--- src/include/egp_map.svh ---
// register offsets, field positions and reset values of the pin block
`ifndef EGP_MAP_SVH
`define EGP_MAP_SVH
`define EGP_ADDR_W 12
`define EGP_OFS_EXT 12'h300
`define EGP_OFS_XIO 12'h304
`define EGP_EXT_N 3
`define EGP_XIO_N 4
`define EGP_EXT_LVL_CLR 0
`define EGP_EXT_LVL_SET 3
`define EGP_EXT_OE_CLR 6
`define EGP_EXT_OE_SET 9
`define EGP_EXT_IN 12
`define EGP_XIO_LVL_CLR 0
`define EGP_XIO_LVL_SET 4
`define EGP_XIO_OE_CLR 8
`define EGP_XIO_OE_SET 12
`define EGP_XIO_IN 16
`define EGP_RST_EXT 3'h0
`define EGP_RST_XIO 4'h0
`define EGP_RD_ZERO 32'h0000_0000
`endif

--- src/include/egp_pkg.sv ---
// types shared by the pin block
package egp_pkg;
    typedef struct packed {
        logic [11:0] addr;
        logic [31:0] wdata;
        logic wr;
        logic rd;
    } egp_bus_req_t;
    typedef struct packed {
        logic [2:0] lvl;
        logic [2:0] oe;
    } egp_ext_state_t;
    typedef struct packed {
        logic [3:0] lvl;
        logic [3:0] oe;
    } egp_xio_state_t;
endpackage

--- src/logic/egp_port.sv ---
// extended and extra general purpose pin block with set/clear registers
// Behaviour
// - ones in 0x300 bits 2:0 clear levels
// - ones in 0x300 bits 5:3 set levels
// - ones in 0x300 bits 8:6 clear enables
// - ones in 0x300 bits 11:9 set enables
// - input levels read at 14:12 and 19:16
// - ones in 0x304 bits 3:0 clear levels
// - ones in 0x304 bits 7:4 set levels
// - ones in 0x304 bits 11:8 clear enables
// - ones in 0x304 bits 15:12 set enables
`timescale 1ns/100ps
`include "egp_map.svh"
module egp_port (
    input wire logic clk_in,
    input wire logic rstn_in,
    input wire logic [11:0] addr_in,
    input wire logic [31:0] wdata_in,
    input wire logic wr_in,
    input wire logic rd_in,
    output logic [31:0] rdata_out,
    input wire logic [2:0] ext_pin_in,
    output logic [2:0] ext_pin_out,
    output logic [2:0] ext_pin_oen_out,
    output logic [3:0] extra_output_pin_out,
    output logic [3:0] extra_output_pin_oen_out,
    input wire logic [3:0] extra_input_pin_in
);
    egp_pkg::egp_bus_req_t req;
    egp_pkg::egp_ext_state_t ext_st;
    egp_pkg::egp_xio_state_t xio_st;
    logic wr_ext;
    logic wr_xio;
    logic rd_ext;
    logic rd_xio;
    logic [2:0] ext_in_q;
    logic [3:0] xio_in_q;
    logic [31:0] rdata_q;
    logic [31:0] rdata_d;

    assign req = '{addr: addr_in, wdata: wdata_in, wr: wr_in, rd: rd_in};
    // exact match only; neighbouring words stay unmapped
    function automatic logic hit(input logic [`EGP_ADDR_W-1:0] addr, input logic [`EGP_ADDR_W-1:0] ofs);
        return addr == ofs;
    endfunction

    assign wr_ext = req.wr && hit(req.addr, `EGP_OFS_EXT);
    assign wr_xio = req.wr && hit(req.addr, `EGP_OFS_XIO);
    assign rd_ext = req.rd && hit(req.addr, `EGP_OFS_EXT);
    assign rd_xio = req.rd && hit(req.addr, `EGP_OFS_XIO);

    // extended pin levels
    egp_latch_bank #(.WIDTH(`EGP_EXT_N)) u_ext_lvl (
        .clk_in(clk_in),
        .rstn_in(rstn_in),
        .wr_in(wr_ext),
        .set_in(req.wdata[`EGP_EXT_LVL_SET +: `EGP_EXT_N]),
        .clr_in(req.wdata[`EGP_EXT_LVL_CLR +: `EGP_EXT_N]),
        .q_out(ext_st.lvl)
    );
    // extended pin enables
    egp_latch_bank #(.WIDTH(`EGP_EXT_N)) u_ext_oe (
        .clk_in(clk_in),
        .rstn_in(rstn_in),
        .wr_in(wr_ext),
        .set_in(req.wdata[`EGP_EXT_OE_SET +: `EGP_EXT_N]),
        .clr_in(req.wdata[`EGP_EXT_OE_CLR +: `EGP_EXT_N]),
        .q_out(ext_st.oe)
    );
    // extra output levels
    egp_latch_bank #(.WIDTH(`EGP_XIO_N)) u_xio_lvl (
        .clk_in(clk_in),
        .rstn_in(rstn_in),
        .wr_in(wr_xio),
        .set_in(req.wdata[`EGP_XIO_LVL_SET +: `EGP_XIO_N]),
        .clr_in(req.wdata[`EGP_XIO_LVL_CLR +: `EGP_XIO_N]),
        .q_out(xio_st.lvl)
    );
    // extra output enables
    egp_latch_bank #(.WIDTH(`EGP_XIO_N)) u_xio_oe (
        .clk_in(clk_in),
        .rstn_in(rstn_in),
        .wr_in(wr_xio),
        .set_in(req.wdata[`EGP_XIO_OE_SET +: `EGP_XIO_N]),
        .clr_in(req.wdata[`EGP_XIO_OE_CLR +: `EGP_XIO_N]),
        .q_out(xio_st.oe)
    );

    // pin level sampling
    always_ff @(posedge clk_in or negedge rstn_in) begin
        if (!rstn_in) begin
            ext_in_q <= `EGP_RST_EXT;
            xio_in_q <= `EGP_RST_XIO;
        end else begin
            ext_in_q <= ext_pin_in;
            xio_in_q <= extra_input_pin_in;
        end
    end

    // read mux; both set and clear fields show the latch
    always_comb begin
        rdata_d = `EGP_RD_ZERO;
        if (rd_ext) begin
            rdata_d[`EGP_EXT_LVL_CLR +: `EGP_EXT_N] = ext_st.lvl;
            rdata_d[`EGP_EXT_LVL_SET +: `EGP_EXT_N] = ext_st.lvl;
            rdata_d[`EGP_EXT_OE_CLR +: `EGP_EXT_N] = ext_st.oe;
            rdata_d[`EGP_EXT_OE_SET +: `EGP_EXT_N] = ext_st.oe;
            rdata_d[`EGP_EXT_IN +: `EGP_EXT_N] = ext_in_q;
        end else if (rd_xio) begin
            rdata_d[`EGP_XIO_LVL_CLR +: `EGP_XIO_N] = xio_st.lvl;
            rdata_d[`EGP_XIO_LVL_SET +: `EGP_XIO_N] = xio_st.lvl;
            rdata_d[`EGP_XIO_OE_CLR +: `EGP_XIO_N] = xio_st.oe;
            rdata_d[`EGP_XIO_OE_SET +: `EGP_XIO_N] = xio_st.oe;
            rdata_d[`EGP_XIO_IN +: `EGP_XIO_N] = xio_in_q;
        end
    end

    always_ff @(posedge clk_in or negedge rstn_in) begin
        if (!rstn_in) begin
            rdata_q <= `EGP_RD_ZERO;
        end else begin
            rdata_q <= rdata_d;
        end
    end

    assign rdata_out = rdata_q;
    assign ext_pin_out = ext_st.lvl;
    assign ext_pin_oen_out = ~ext_st.oe;
    assign extra_output_pin_out = xio_st.lvl;
    assign extra_output_pin_oen_out = ~xio_st.oe;

    AST_EXT_LVL_CLR: assert property (@(posedge clk_in) disable iff (!rstn_in)
        wr_ext && req.wdata[0] && !req.wdata[3] |=> !ext_pin_out[0])
        else $error("extended level not cleared");
    AST_EXT_LVL_SET: assert property (@(posedge clk_in) disable iff (!rstn_in)
        wr_ext && req.wdata[5] |=> ext_pin_out[2])
        else $error("extended level not set");
    AST_EXT_OE_CLR: assert property (@(posedge clk_in) disable iff (!rstn_in)
        wr_ext && req.wdata[7] && !req.wdata[10] |=> ext_pin_oen_out[1])
        else $error("extended enable not cleared");
    AST_EXT_OE_SET: assert property (@(posedge clk_in) disable iff (!rstn_in)
        wr_ext && req.wdata[9] |=> !ext_pin_oen_out[0])
        else $error("extended enable not set");
    AST_RD_IN: assert property (@(posedge clk_in) disable iff (!rstn_in)
        req.rd && req.addr == `EGP_OFS_XIO |=> rdata_out[19:16] == $past(xio_in_q) && rdata_out[31:20] == '0)
        else $error("input levels misread");
    AST_XIO_LVL_CLR: assert property (@(posedge clk_in) disable iff (!rstn_in)
        wr_xio && req.wdata[3] && !req.wdata[7] |=> !extra_output_pin_out[3])
        else $error("extra level not cleared");
    AST_XIO_LVL_SET: assert property (@(posedge clk_in) disable iff (!rstn_in)
        wr_xio && req.wdata[4] |=> extra_output_pin_out[0])
        else $error("extra level not set");
    AST_XIO_OE_CLR: assert property (@(posedge clk_in) disable iff (!rstn_in)
        wr_xio && req.wdata[8] && !req.wdata[12] |=> extra_output_pin_oen_out[0])
        else $error("extra enable not cleared");
    AST_XIO_OE_SET: assert property (@(posedge clk_in) disable iff (!rstn_in)
        wr_xio && req.wdata[15] |=> !extra_output_pin_oen_out[3])
        else $error("extra enable not set");
    AST_ZERO_HOLD: assert property (@(posedge clk_in) disable iff (!rstn_in)
        wr_xio && req.wdata[15:0] == '0 |=> $stable(extra_output_pin_out) && $stable(extra_output_pin_oen_out))
        else $error("zero write changed state");
    AST_RESV_ZERO: assert property (@(posedge clk_in) disable iff (!rstn_in)
        req.rd && req.addr == `EGP_OFS_EXT |=> rdata_out[31:15] == '0)
        else $error("reserved bits not zero");

    AST_EXT_LVL_CLR1: assert property (@(posedge clk_in) disable iff (!rstn_in)
        wr_ext && req.wdata[`EGP_EXT_LVL_CLR + 1] && !req.wdata[`EGP_EXT_LVL_SET + 1] |=> !ext_pin_out[1])
        else $error("extended level 1 not cleared");

    AST_EXT_LVL_CLR2: assert property (@(posedge clk_in) disable iff (!rstn_in)
        wr_ext && req.wdata[`EGP_EXT_LVL_CLR + 2] && !req.wdata[`EGP_EXT_LVL_SET + 2] |=> !ext_pin_out[2])
        else $error("extended level 2 not cleared");

    AST_EXT_LVL_SET0: assert property (@(posedge clk_in) disable iff (!rstn_in)
        wr_ext && req.wdata[`EGP_EXT_LVL_SET] |=> ext_pin_out[0])
        else $error("extended level 0 not set");

    AST_EXT_LVL_SET1: assert property (@(posedge clk_in) disable iff (!rstn_in)
        wr_ext && req.wdata[`EGP_EXT_LVL_SET + 1] |=> ext_pin_out[1])
        else $error("extended level 1 not set");

    AST_EXT_OE_CLR0: assert property (@(posedge clk_in) disable iff (!rstn_in)
        wr_ext && req.wdata[`EGP_EXT_OE_CLR] && !req.wdata[`EGP_EXT_OE_SET] |=> ext_pin_oen_out[0])
        else $error("extended enable 0 not cleared");

    AST_EXT_OE_CLR2: assert property (@(posedge clk_in) disable iff (!rstn_in)
        wr_ext && req.wdata[`EGP_EXT_OE_CLR + 2] && !req.wdata[`EGP_EXT_OE_SET + 2] |=> ext_pin_oen_out[2])
        else $error("extended enable 2 not cleared");

    AST_EXT_OE_SET1: assert property (@(posedge clk_in) disable iff (!rstn_in)
        wr_ext && req.wdata[`EGP_EXT_OE_SET + 1] |=> !ext_pin_oen_out[1])
        else $error("extended enable 1 not set");

    AST_EXT_OE_SET2: assert property (@(posedge clk_in) disable iff (!rstn_in)
        wr_ext && req.wdata[`EGP_EXT_OE_SET + 2] |=> !ext_pin_oen_out[2])
        else $error("extended enable 2 not set");

    AST_XIO_LVL_CLR0: assert property (@(posedge clk_in) disable iff (!rstn_in)
        wr_xio && req.wdata[`EGP_XIO_LVL_CLR] && !req.wdata[`EGP_XIO_LVL_SET] |=> !extra_output_pin_out[0])
        else $error("extra level 0 not cleared");

    AST_XIO_LVL_CLR1: assert property (@(posedge clk_in) disable iff (!rstn_in)
        wr_xio && req.wdata[`EGP_XIO_LVL_CLR + 1] && !req.wdata[`EGP_XIO_LVL_SET + 1] |=> !extra_output_pin_out[1])
        else $error("extra level 1 not cleared");

    AST_XIO_LVL_CLR2: assert property (@(posedge clk_in) disable iff (!rstn_in)
        wr_xio && req.wdata[`EGP_XIO_LVL_CLR + 2] && !req.wdata[`EGP_XIO_LVL_SET + 2] |=> !extra_output_pin_out[2])
        else $error("extra level 2 not cleared");

    AST_XIO_LVL_SET1: assert property (@(posedge clk_in) disable iff (!rstn_in)
        wr_xio && req.wdata[`EGP_XIO_LVL_SET + 1] |=> extra_output_pin_out[1])
        else $error("extra level 1 not set");

    AST_XIO_LVL_SET2: assert property (@(posedge clk_in) disable iff (!rstn_in)
        wr_xio && req.wdata[`EGP_XIO_LVL_SET + 2] |=> extra_output_pin_out[2])
        else $error("extra level 2 not set");

    AST_XIO_LVL_SET3: assert property (@(posedge clk_in) disable iff (!rstn_in)
        wr_xio && req.wdata[`EGP_XIO_LVL_SET + 3] |=> extra_output_pin_out[3])
        else $error("extra level 3 not set");

    AST_XIO_OE_CLR1: assert property (@(posedge clk_in) disable iff (!rstn_in)
        wr_xio && req.wdata[`EGP_XIO_OE_CLR + 1] && !req.wdata[`EGP_XIO_OE_SET + 1] |=> extra_output_pin_oen_out[1])
        else $error("extra enable 1 not cleared");

    AST_XIO_OE_CLR2: assert property (@(posedge clk_in) disable iff (!rstn_in)
        wr_xio && req.wdata[`EGP_XIO_OE_CLR + 2] && !req.wdata[`EGP_XIO_OE_SET + 2] |=> extra_output_pin_oen_out[2])
        else $error("extra enable 2 not cleared");

    AST_XIO_OE_CLR3: assert property (@(posedge clk_in) disable iff (!rstn_in)
        wr_xio && req.wdata[`EGP_XIO_OE_CLR + 3] && !req.wdata[`EGP_XIO_OE_SET + 3] |=> extra_output_pin_oen_out[3])
        else $error("extra enable 3 not cleared");

    AST_XIO_OE_SET0: assert property (@(posedge clk_in) disable iff (!rstn_in)
        wr_xio && req.wdata[`EGP_XIO_OE_SET] |=> !extra_output_pin_oen_out[0])
        else $error("extra enable 0 not set");

    AST_XIO_OE_SET1: assert property (@(posedge clk_in) disable iff (!rstn_in)
        wr_xio && req.wdata[`EGP_XIO_OE_SET + 1] |=> !extra_output_pin_oen_out[1])
        else $error("extra enable 1 not set");

    AST_XIO_OE_SET2: assert property (@(posedge clk_in) disable iff (!rstn_in)
        wr_xio && req.wdata[`EGP_XIO_OE_SET + 2] |=> !extra_output_pin_oen_out[2])
        else $error("extra enable 2 not set");

    AST_EXT_SET_WINS: assert property (@(posedge clk_in) disable iff (!rstn_in)
        wr_ext && req.wdata[`EGP_EXT_LVL_CLR + 1] && req.wdata[`EGP_EXT_LVL_SET + 1] |=> ext_pin_out[1])
        else $error("extended set did not win");

    AST_XIO_SET_WINS: assert property (@(posedge clk_in) disable iff (!rstn_in)
        wr_xio && req.wdata[`EGP_XIO_OE_CLR + 1] && req.wdata[`EGP_XIO_OE_SET + 1] |=> !extra_output_pin_oen_out[1])
        else $error("extra set did not win");

    AST_RD_EXT_LVL: assert property (@(posedge clk_in) disable iff (!rstn_in)
        rd_ext |=> rdata_out[`EGP_EXT_LVL_CLR +: `EGP_EXT_N] == $past(ext_pin_out)
            && rdata_out[`EGP_EXT_LVL_SET +: `EGP_EXT_N] == $past(ext_pin_out))
        else $error("extended level fields misread");

    AST_RD_EXT_OE: assert property (@(posedge clk_in) disable iff (!rstn_in)
        rd_ext |=> rdata_out[`EGP_EXT_OE_CLR +: `EGP_EXT_N] == ~$past(ext_pin_oen_out)
            && rdata_out[`EGP_EXT_OE_SET +: `EGP_EXT_N] == ~$past(ext_pin_oen_out))
        else $error("extended enable fields misread");

    AST_RD_EXT_IN: assert property (@(posedge clk_in) disable iff (!rstn_in)
        rd_ext |=> rdata_out[`EGP_EXT_IN +: `EGP_EXT_N] == $past(ext_in_q))
        else $error("extended input levels misread");

    AST_RD_XIO_LVL: assert property (@(posedge clk_in) disable iff (!rstn_in)
        rd_xio |=> rdata_out[`EGP_XIO_LVL_CLR +: `EGP_XIO_N] == $past(extra_output_pin_out)
            && rdata_out[`EGP_XIO_LVL_SET +: `EGP_XIO_N] == $past(extra_output_pin_out))
        else $error("extra level fields misread");

    AST_RD_XIO_OE: assert property (@(posedge clk_in) disable iff (!rstn_in)
        rd_xio |=> rdata_out[`EGP_XIO_OE_CLR +: `EGP_XIO_N] == ~$past(extra_output_pin_oen_out)
            && rdata_out[`EGP_XIO_OE_SET +: `EGP_XIO_N] == ~$past(extra_output_pin_oen_out))
        else $error("extra enable fields misread");

    AST_RD_IDLE: assert property (@(posedge clk_in) disable iff (!rstn_in)
        !req.rd |=> rdata_out == `EGP_RD_ZERO)
        else $error("read data outside read slot");

    AST_RD_UNMAP: assert property (@(posedge clk_in) disable iff (!rstn_in)
        req.rd && !rd_ext && !rd_xio |=> rdata_out == `EGP_RD_ZERO)
        else $error("unmapped read not zero");

    AST_IN_EXT: assert property (@(posedge clk_in) disable iff (!rstn_in)
        rstn_in |=> ext_in_q == $past(ext_pin_in))
        else $error("extended input not sampled");

    AST_IN_XIO: assert property (@(posedge clk_in) disable iff (!rstn_in)
        rstn_in |=> xio_in_q == $past(extra_input_pin_in))
        else $error("extra input not sampled");

    AST_EXT_HOLD: assert property (@(posedge clk_in) disable iff (!rstn_in)
        !wr_ext |=> $stable(ext_pin_out) && $stable(ext_pin_oen_out))
        else $error("extended state moved without write");

    AST_XIO_HOLD: assert property (@(posedge clk_in) disable iff (!rstn_in)
        !wr_xio |=> $stable(extra_output_pin_out) && $stable(extra_output_pin_oen_out))
        else $error("extra state moved without write");

    AST_EXT_ZERO_HOLD: assert property (@(posedge clk_in) disable iff (!rstn_in)
        wr_ext && req.wdata[`EGP_EXT_IN-1:0] == '0 |=> $stable(ext_pin_out) && $stable(ext_pin_oen_out))
        else $error("zero write changed extended state");

    AST_UNMAP_HOLD: assert property (@(posedge clk_in) disable iff (!rstn_in)
        req.wr && !wr_ext && !wr_xio |=> $stable(ext_pin_out) && $stable(extra_output_pin_out))
        else $error("unmapped write changed state");

    AST_RST_EXT: assert property (@(posedge clk_in)
        !rstn_in |=> ext_pin_out == `EGP_RST_EXT && ext_pin_oen_out == ~`EGP_RST_EXT)
        else $error("extended pins not idle after reset");

    AST_RST_XIO: assert property (@(posedge clk_in)
        !rstn_in |=> extra_output_pin_out == `EGP_RST_XIO && extra_output_pin_oen_out == ~`EGP_RST_XIO)
        else $error("extra pins not idle after reset");

    AST_RST_RD: assert property (@(posedge clk_in)
        !rstn_in |=> rdata_out == `EGP_RD_ZERO)
        else $error("read data not zero after reset");

endmodule

--- src/logic/egp_latch_bank.sv ---
// write-one-set / write-one-clear latch bank
`timescale 1ns/100ps
module egp_latch_bank #(
    parameter int WIDTH = 4
) (
    input wire logic clk_in,
    input wire logic rstn_in,
    input wire logic wr_in,
    input wire logic [WIDTH-1:0] set_in,
    input wire logic [WIDTH-1:0] clr_in,
    output logic [WIDTH-1:0] q_out
);
    logic [WIDTH-1:0] q_q;
    logic [WIDTH-1:0] q_d;

    // set wins when both set and clear bits are one
    always_comb begin
        q_d = q_q;
        if (wr_in) begin
            q_d = (q_q & ~clr_in) | set_in;
        end
    end

    always_ff @(posedge clk_in or negedge rstn_in) begin
        if (!rstn_in) begin
            q_q <= '0;
        end else begin
            q_q <= q_d;
        end
    end

    assign q_out = q_q;
endmodule

--- config.mk ---
export PLATFORM = sky130hd
export DESIGN_NAME = egp_port
export DESIGN_NICKNAME = d
export VERILOG_FILES = /design/src/include/egp_pkg.sv /design/src/logic/egp_port.sv /design/src/logic/egp_latch_bank.sv
export VERILOG_INCLUDE_DIRS = /design/src /design/src/include
export SDC_FILE = /design/constraint.sdc
export NUM_CORES = 1
export LEC_CHECK = 0
export ABC_AREA = 1
export BUFFER_PORTS_ARGS = -buffer_cell sky130_fd_sc_hd__buf_2
export CAP_MARGIN = 10
export CORE_MARGIN = 2
export CORE_UTILIZATION = 39
export CTS_CLUSTER_DIAMETER = 60
export DETAILED_ROUTE_END_ITERATION = 6
export PLACE_DENSITY = 0.72
export SLEW_MARGIN = 20
export SYNTH_ARGS = -nofsm -noshare
export SYNTH_HDL_FRONTEND = slang
export SYNTH_HIERARCHICAL = 1
export SYNTH_SLANG_ARGS = --single-unit
export TNS_END_PERCENT = 5
--- constraint.sdc ---
create_clock -name clk_in -period 1.38 [get_ports clk_in]
set_clock_uncertainty 0.2 [all_clocks]
set_input_delay 0.207 -clock clk_in [delete_from_list [all_inputs] [get_ports clk_in]]
set_output_delay 0.207 -clock clk_in [all_outputs]
set_load 0.01 [all_outputs]
==> qor.csv <==
metric;value;unit
status;completed;
Num CTS Buffers;5;
GR Overflow Total;0;
CP max stage delay;0.43;ns
Worst path top cell family by delay;flip-flops;
Clock Pin Slew Worst Setup and Hold Paths;0.07;ns
Synth top area share;57.38;%
LEAKAGE;0.001372;uW
Tmin final;1.305;ns
Synth Area in Compound Gates;5.248;%
row count;24;
commonest non-fill, non-tap cell in the layout;buf_2;
Pwr Density;906.5;mW/mm2
First-pass DRT Iterations;4;
TNS Setup;0;ns
largest net degree at the start of global routing;26;
Synth Instances;185;
initial DRC count;104;
r2r setup slk;0.43;ns
synthesized flop and latch total;41;
clock latency on the worst-skew pair;0.28;ns
Vias per Instance;4.376;
Die X;71.71;um
Setup CP Type;reg2out;
Routed WL;3.750;mm
worst min path class;in2reg;
crit path max-delay cell type;dfrtp_1;
post-synthesis sequential area ratio;57.38;%
CTS Sinks;41;
NumNets Final;343;
Synth Area in Adders;0;%
worst-case clock buffer depth;2;
Hold Path Depth;3;
first-pass GRT wire length;6.030;mm
Tot GR Track Use;15.08;%
WL/cell;11.03;um
worst r2r dst;rdata_out[3]$_DFF_PN0_;
mux contribution to synthesized area;0;%
core box area;0.004384;mm2
main combinational cell family by area after synthesis;simple AND/OR/NAND/NOR gates;
initial antenna violation count;0;
CP Launch Type;flip-flop;
IO Pins;101;
H-Tree Depth;2;
port buffer count;72;
unrepaired setup endpoints after global routing;no;
FMAX;766.3;MHz
CP Launch Point;u_xio_oe/q_out[0]$_DFFE_PN0P_;
DRT antenna net count;0;
Unique masters post-synth;18;
commonest cells after routing, fill and taps aside;buf_2 (72), nand2_1 (68), dfrtp_1 (41), dlygate4sd3_1 (24), conb_1 (12);
ranking of synthesized cells by area;dfrtp_1 (57%), nand2_1 (14%), buf_4 (5.5%), nand4_1 (3.1%), o21ai_1 (2.8%);
FF-to-FF Start;u_ext_lvl/q_out[0]$_DFFE_PN0P_;
gpl congestion;0.7592;
WP data required;0.97;ns
Bufs and invs on worst path;2;
max-slew violation count;0;
worst path cell trace;inv_1 > buf_2;
die height;71.71;um
number of antenna repair diodes;0;
Syn. warnings;6;
post-synthesis simple-gate area fraction;26.52;%
Root Driver;clkbuf_8;
Max Cap Viol;0;
crit-path max FO;3;
post-DP HPWL;2.827;mm
Final setup viols;0;
Netlist Area Pre-Place;0.001788;mm2
Hold Vio Cnt, Final;0;
Post-CTS Hold Buffers;24;
die area;0.005142;mm2
share of cells above drive strength 1;36.46;%
DRC;0;
cell taking the most area after synthesis;dfrtp_1;
Avg Cell Area, Syn;9.665;um2
min-delay src;rd_in;
vias in the first global route;1337;
total number of vias;1488;
Setup crit end kind;primary output;
Post-CTS Setup Bufs;0;
starting density of the core;40.78;%
CTS tree;done;
Area growth, synth to finish;41.85;%
xor-xnor portion of the synthesized cell area;0;%
Tcrit/Tclk final;94.56;%
Power Total;2299;uW
post-CTS sizing;0;
reg2reg path depth;2;
peak supply drop;0.4125;mV
Hold Path End;rdata_out[13]$_DFF_PN0_;
Worst EP arrival;0.90;ns
final core utilization;57.85;%
sequential cells by signal, indices dropped and copies added (netlist names):
name and count:
xio_in_q 4, ext_in_q 3, u_ext_oe/q_out 3, u_xio_oe/q_out 4
u_xio_lvl/q_out 4, u_ext_lvl/q_out 3, rdata_out 20
worst max-delay path by stage:
| stage | slack (ns) | endpoint | cells past startpoint |
|---|---|---|---|
| after floorplan | -0.14 | u_ext_lvl/q_out[0]$_DFFE_PN0P_ | 8 |
| after global placement | -0.15 | u_xio_lvl/q_out[0]$_DFFE_PN0P_ | 9 |
| after detailed placement | -0.20 | u_xio_oe/q_out[3]$_DFFE_PN0P_ | 9 |
| after CTS | 0.06 | extra_output_pin_oen_out[0] | 2 |
| after global routing | 0.009 | u_xio_oe/q_out[3]$_DFFE_PN0P_ | 9 |
| final | 0.08 | extra_output_pin_oen_out[0] | 2 |
final cells by class:
type                       count  area (um2)
clock buffer                   5       68.82
clock inverter                 2       35.03
fill                         375        1848
inverter                      10       37.54
multi-input combinational    126       618.1
sequential                    41        1026
tap                           52       65.06
timing repair buffer         104       685.7
report_power, final:
part / internal [uW] / leakage [uW] / switching [uW]
Combinational: 102 / 0.000761 / 88.1
Sequential: 1210 / 0.000557 / 4.70
Clock: 525 / 0.0000540 / 366
worst register-to-register path, stage by stage (launching register included):
cell	delay (ns)
dfrtp_1	0.42
nand4_1	0.13
o21ai_1	0.08
Yosys cell counts:
library cell,count
nand2_4,4
o21ai_1,10
conb_1,1
nand2_2,2
nand3_2,1
buf_4,13
inv_1,10
buf_2,2
dfrtp_1,41
nand4_1,9
buf_6,4
nand2_1,68
nor2_2,2
nor2_1,9
nor2_4,1
o21ai_2,5
or2_4,2
nor2_8,1
routing by layer:
layer	share of wire [%]	up-vias	GRT usage (%)
met5	0	-	0
met1	39	665	17.91
li1	-	761	-
met2	53	58	27.26
met4	1.1	0	5.031
met3	6.7	4	2.954
stage by stage:
| stage | hold slack (ns) | instances | setup slack (ns) | instance area, um2 |
|---|---|---|---|---|
| finish | 0.1064 | 340 | 0.07510 | 2536 |
| global route | 0.1138 | 340 | 0.009297 | 2536 |
| CTS | 0.09726 | 340 | 0.06409 | 2536 |
| detailed placement | -0.05257 | 309 | -0.2027 | 2192 |
| global placement | -0.05617 | 309 | -0.1469 | 2192 |
| floorplan | -0.2886 | 196 | -0.1438 | 1834 |
logic make-up after synthesis:
logic type | after synthesis
DFF | 41
other | 1
and+or+nand+nor | 99
buffers and inverters | 29
AOI/OAI and AO/OA | 15
No activity file was read; power rests on OpenSTA's default activity.
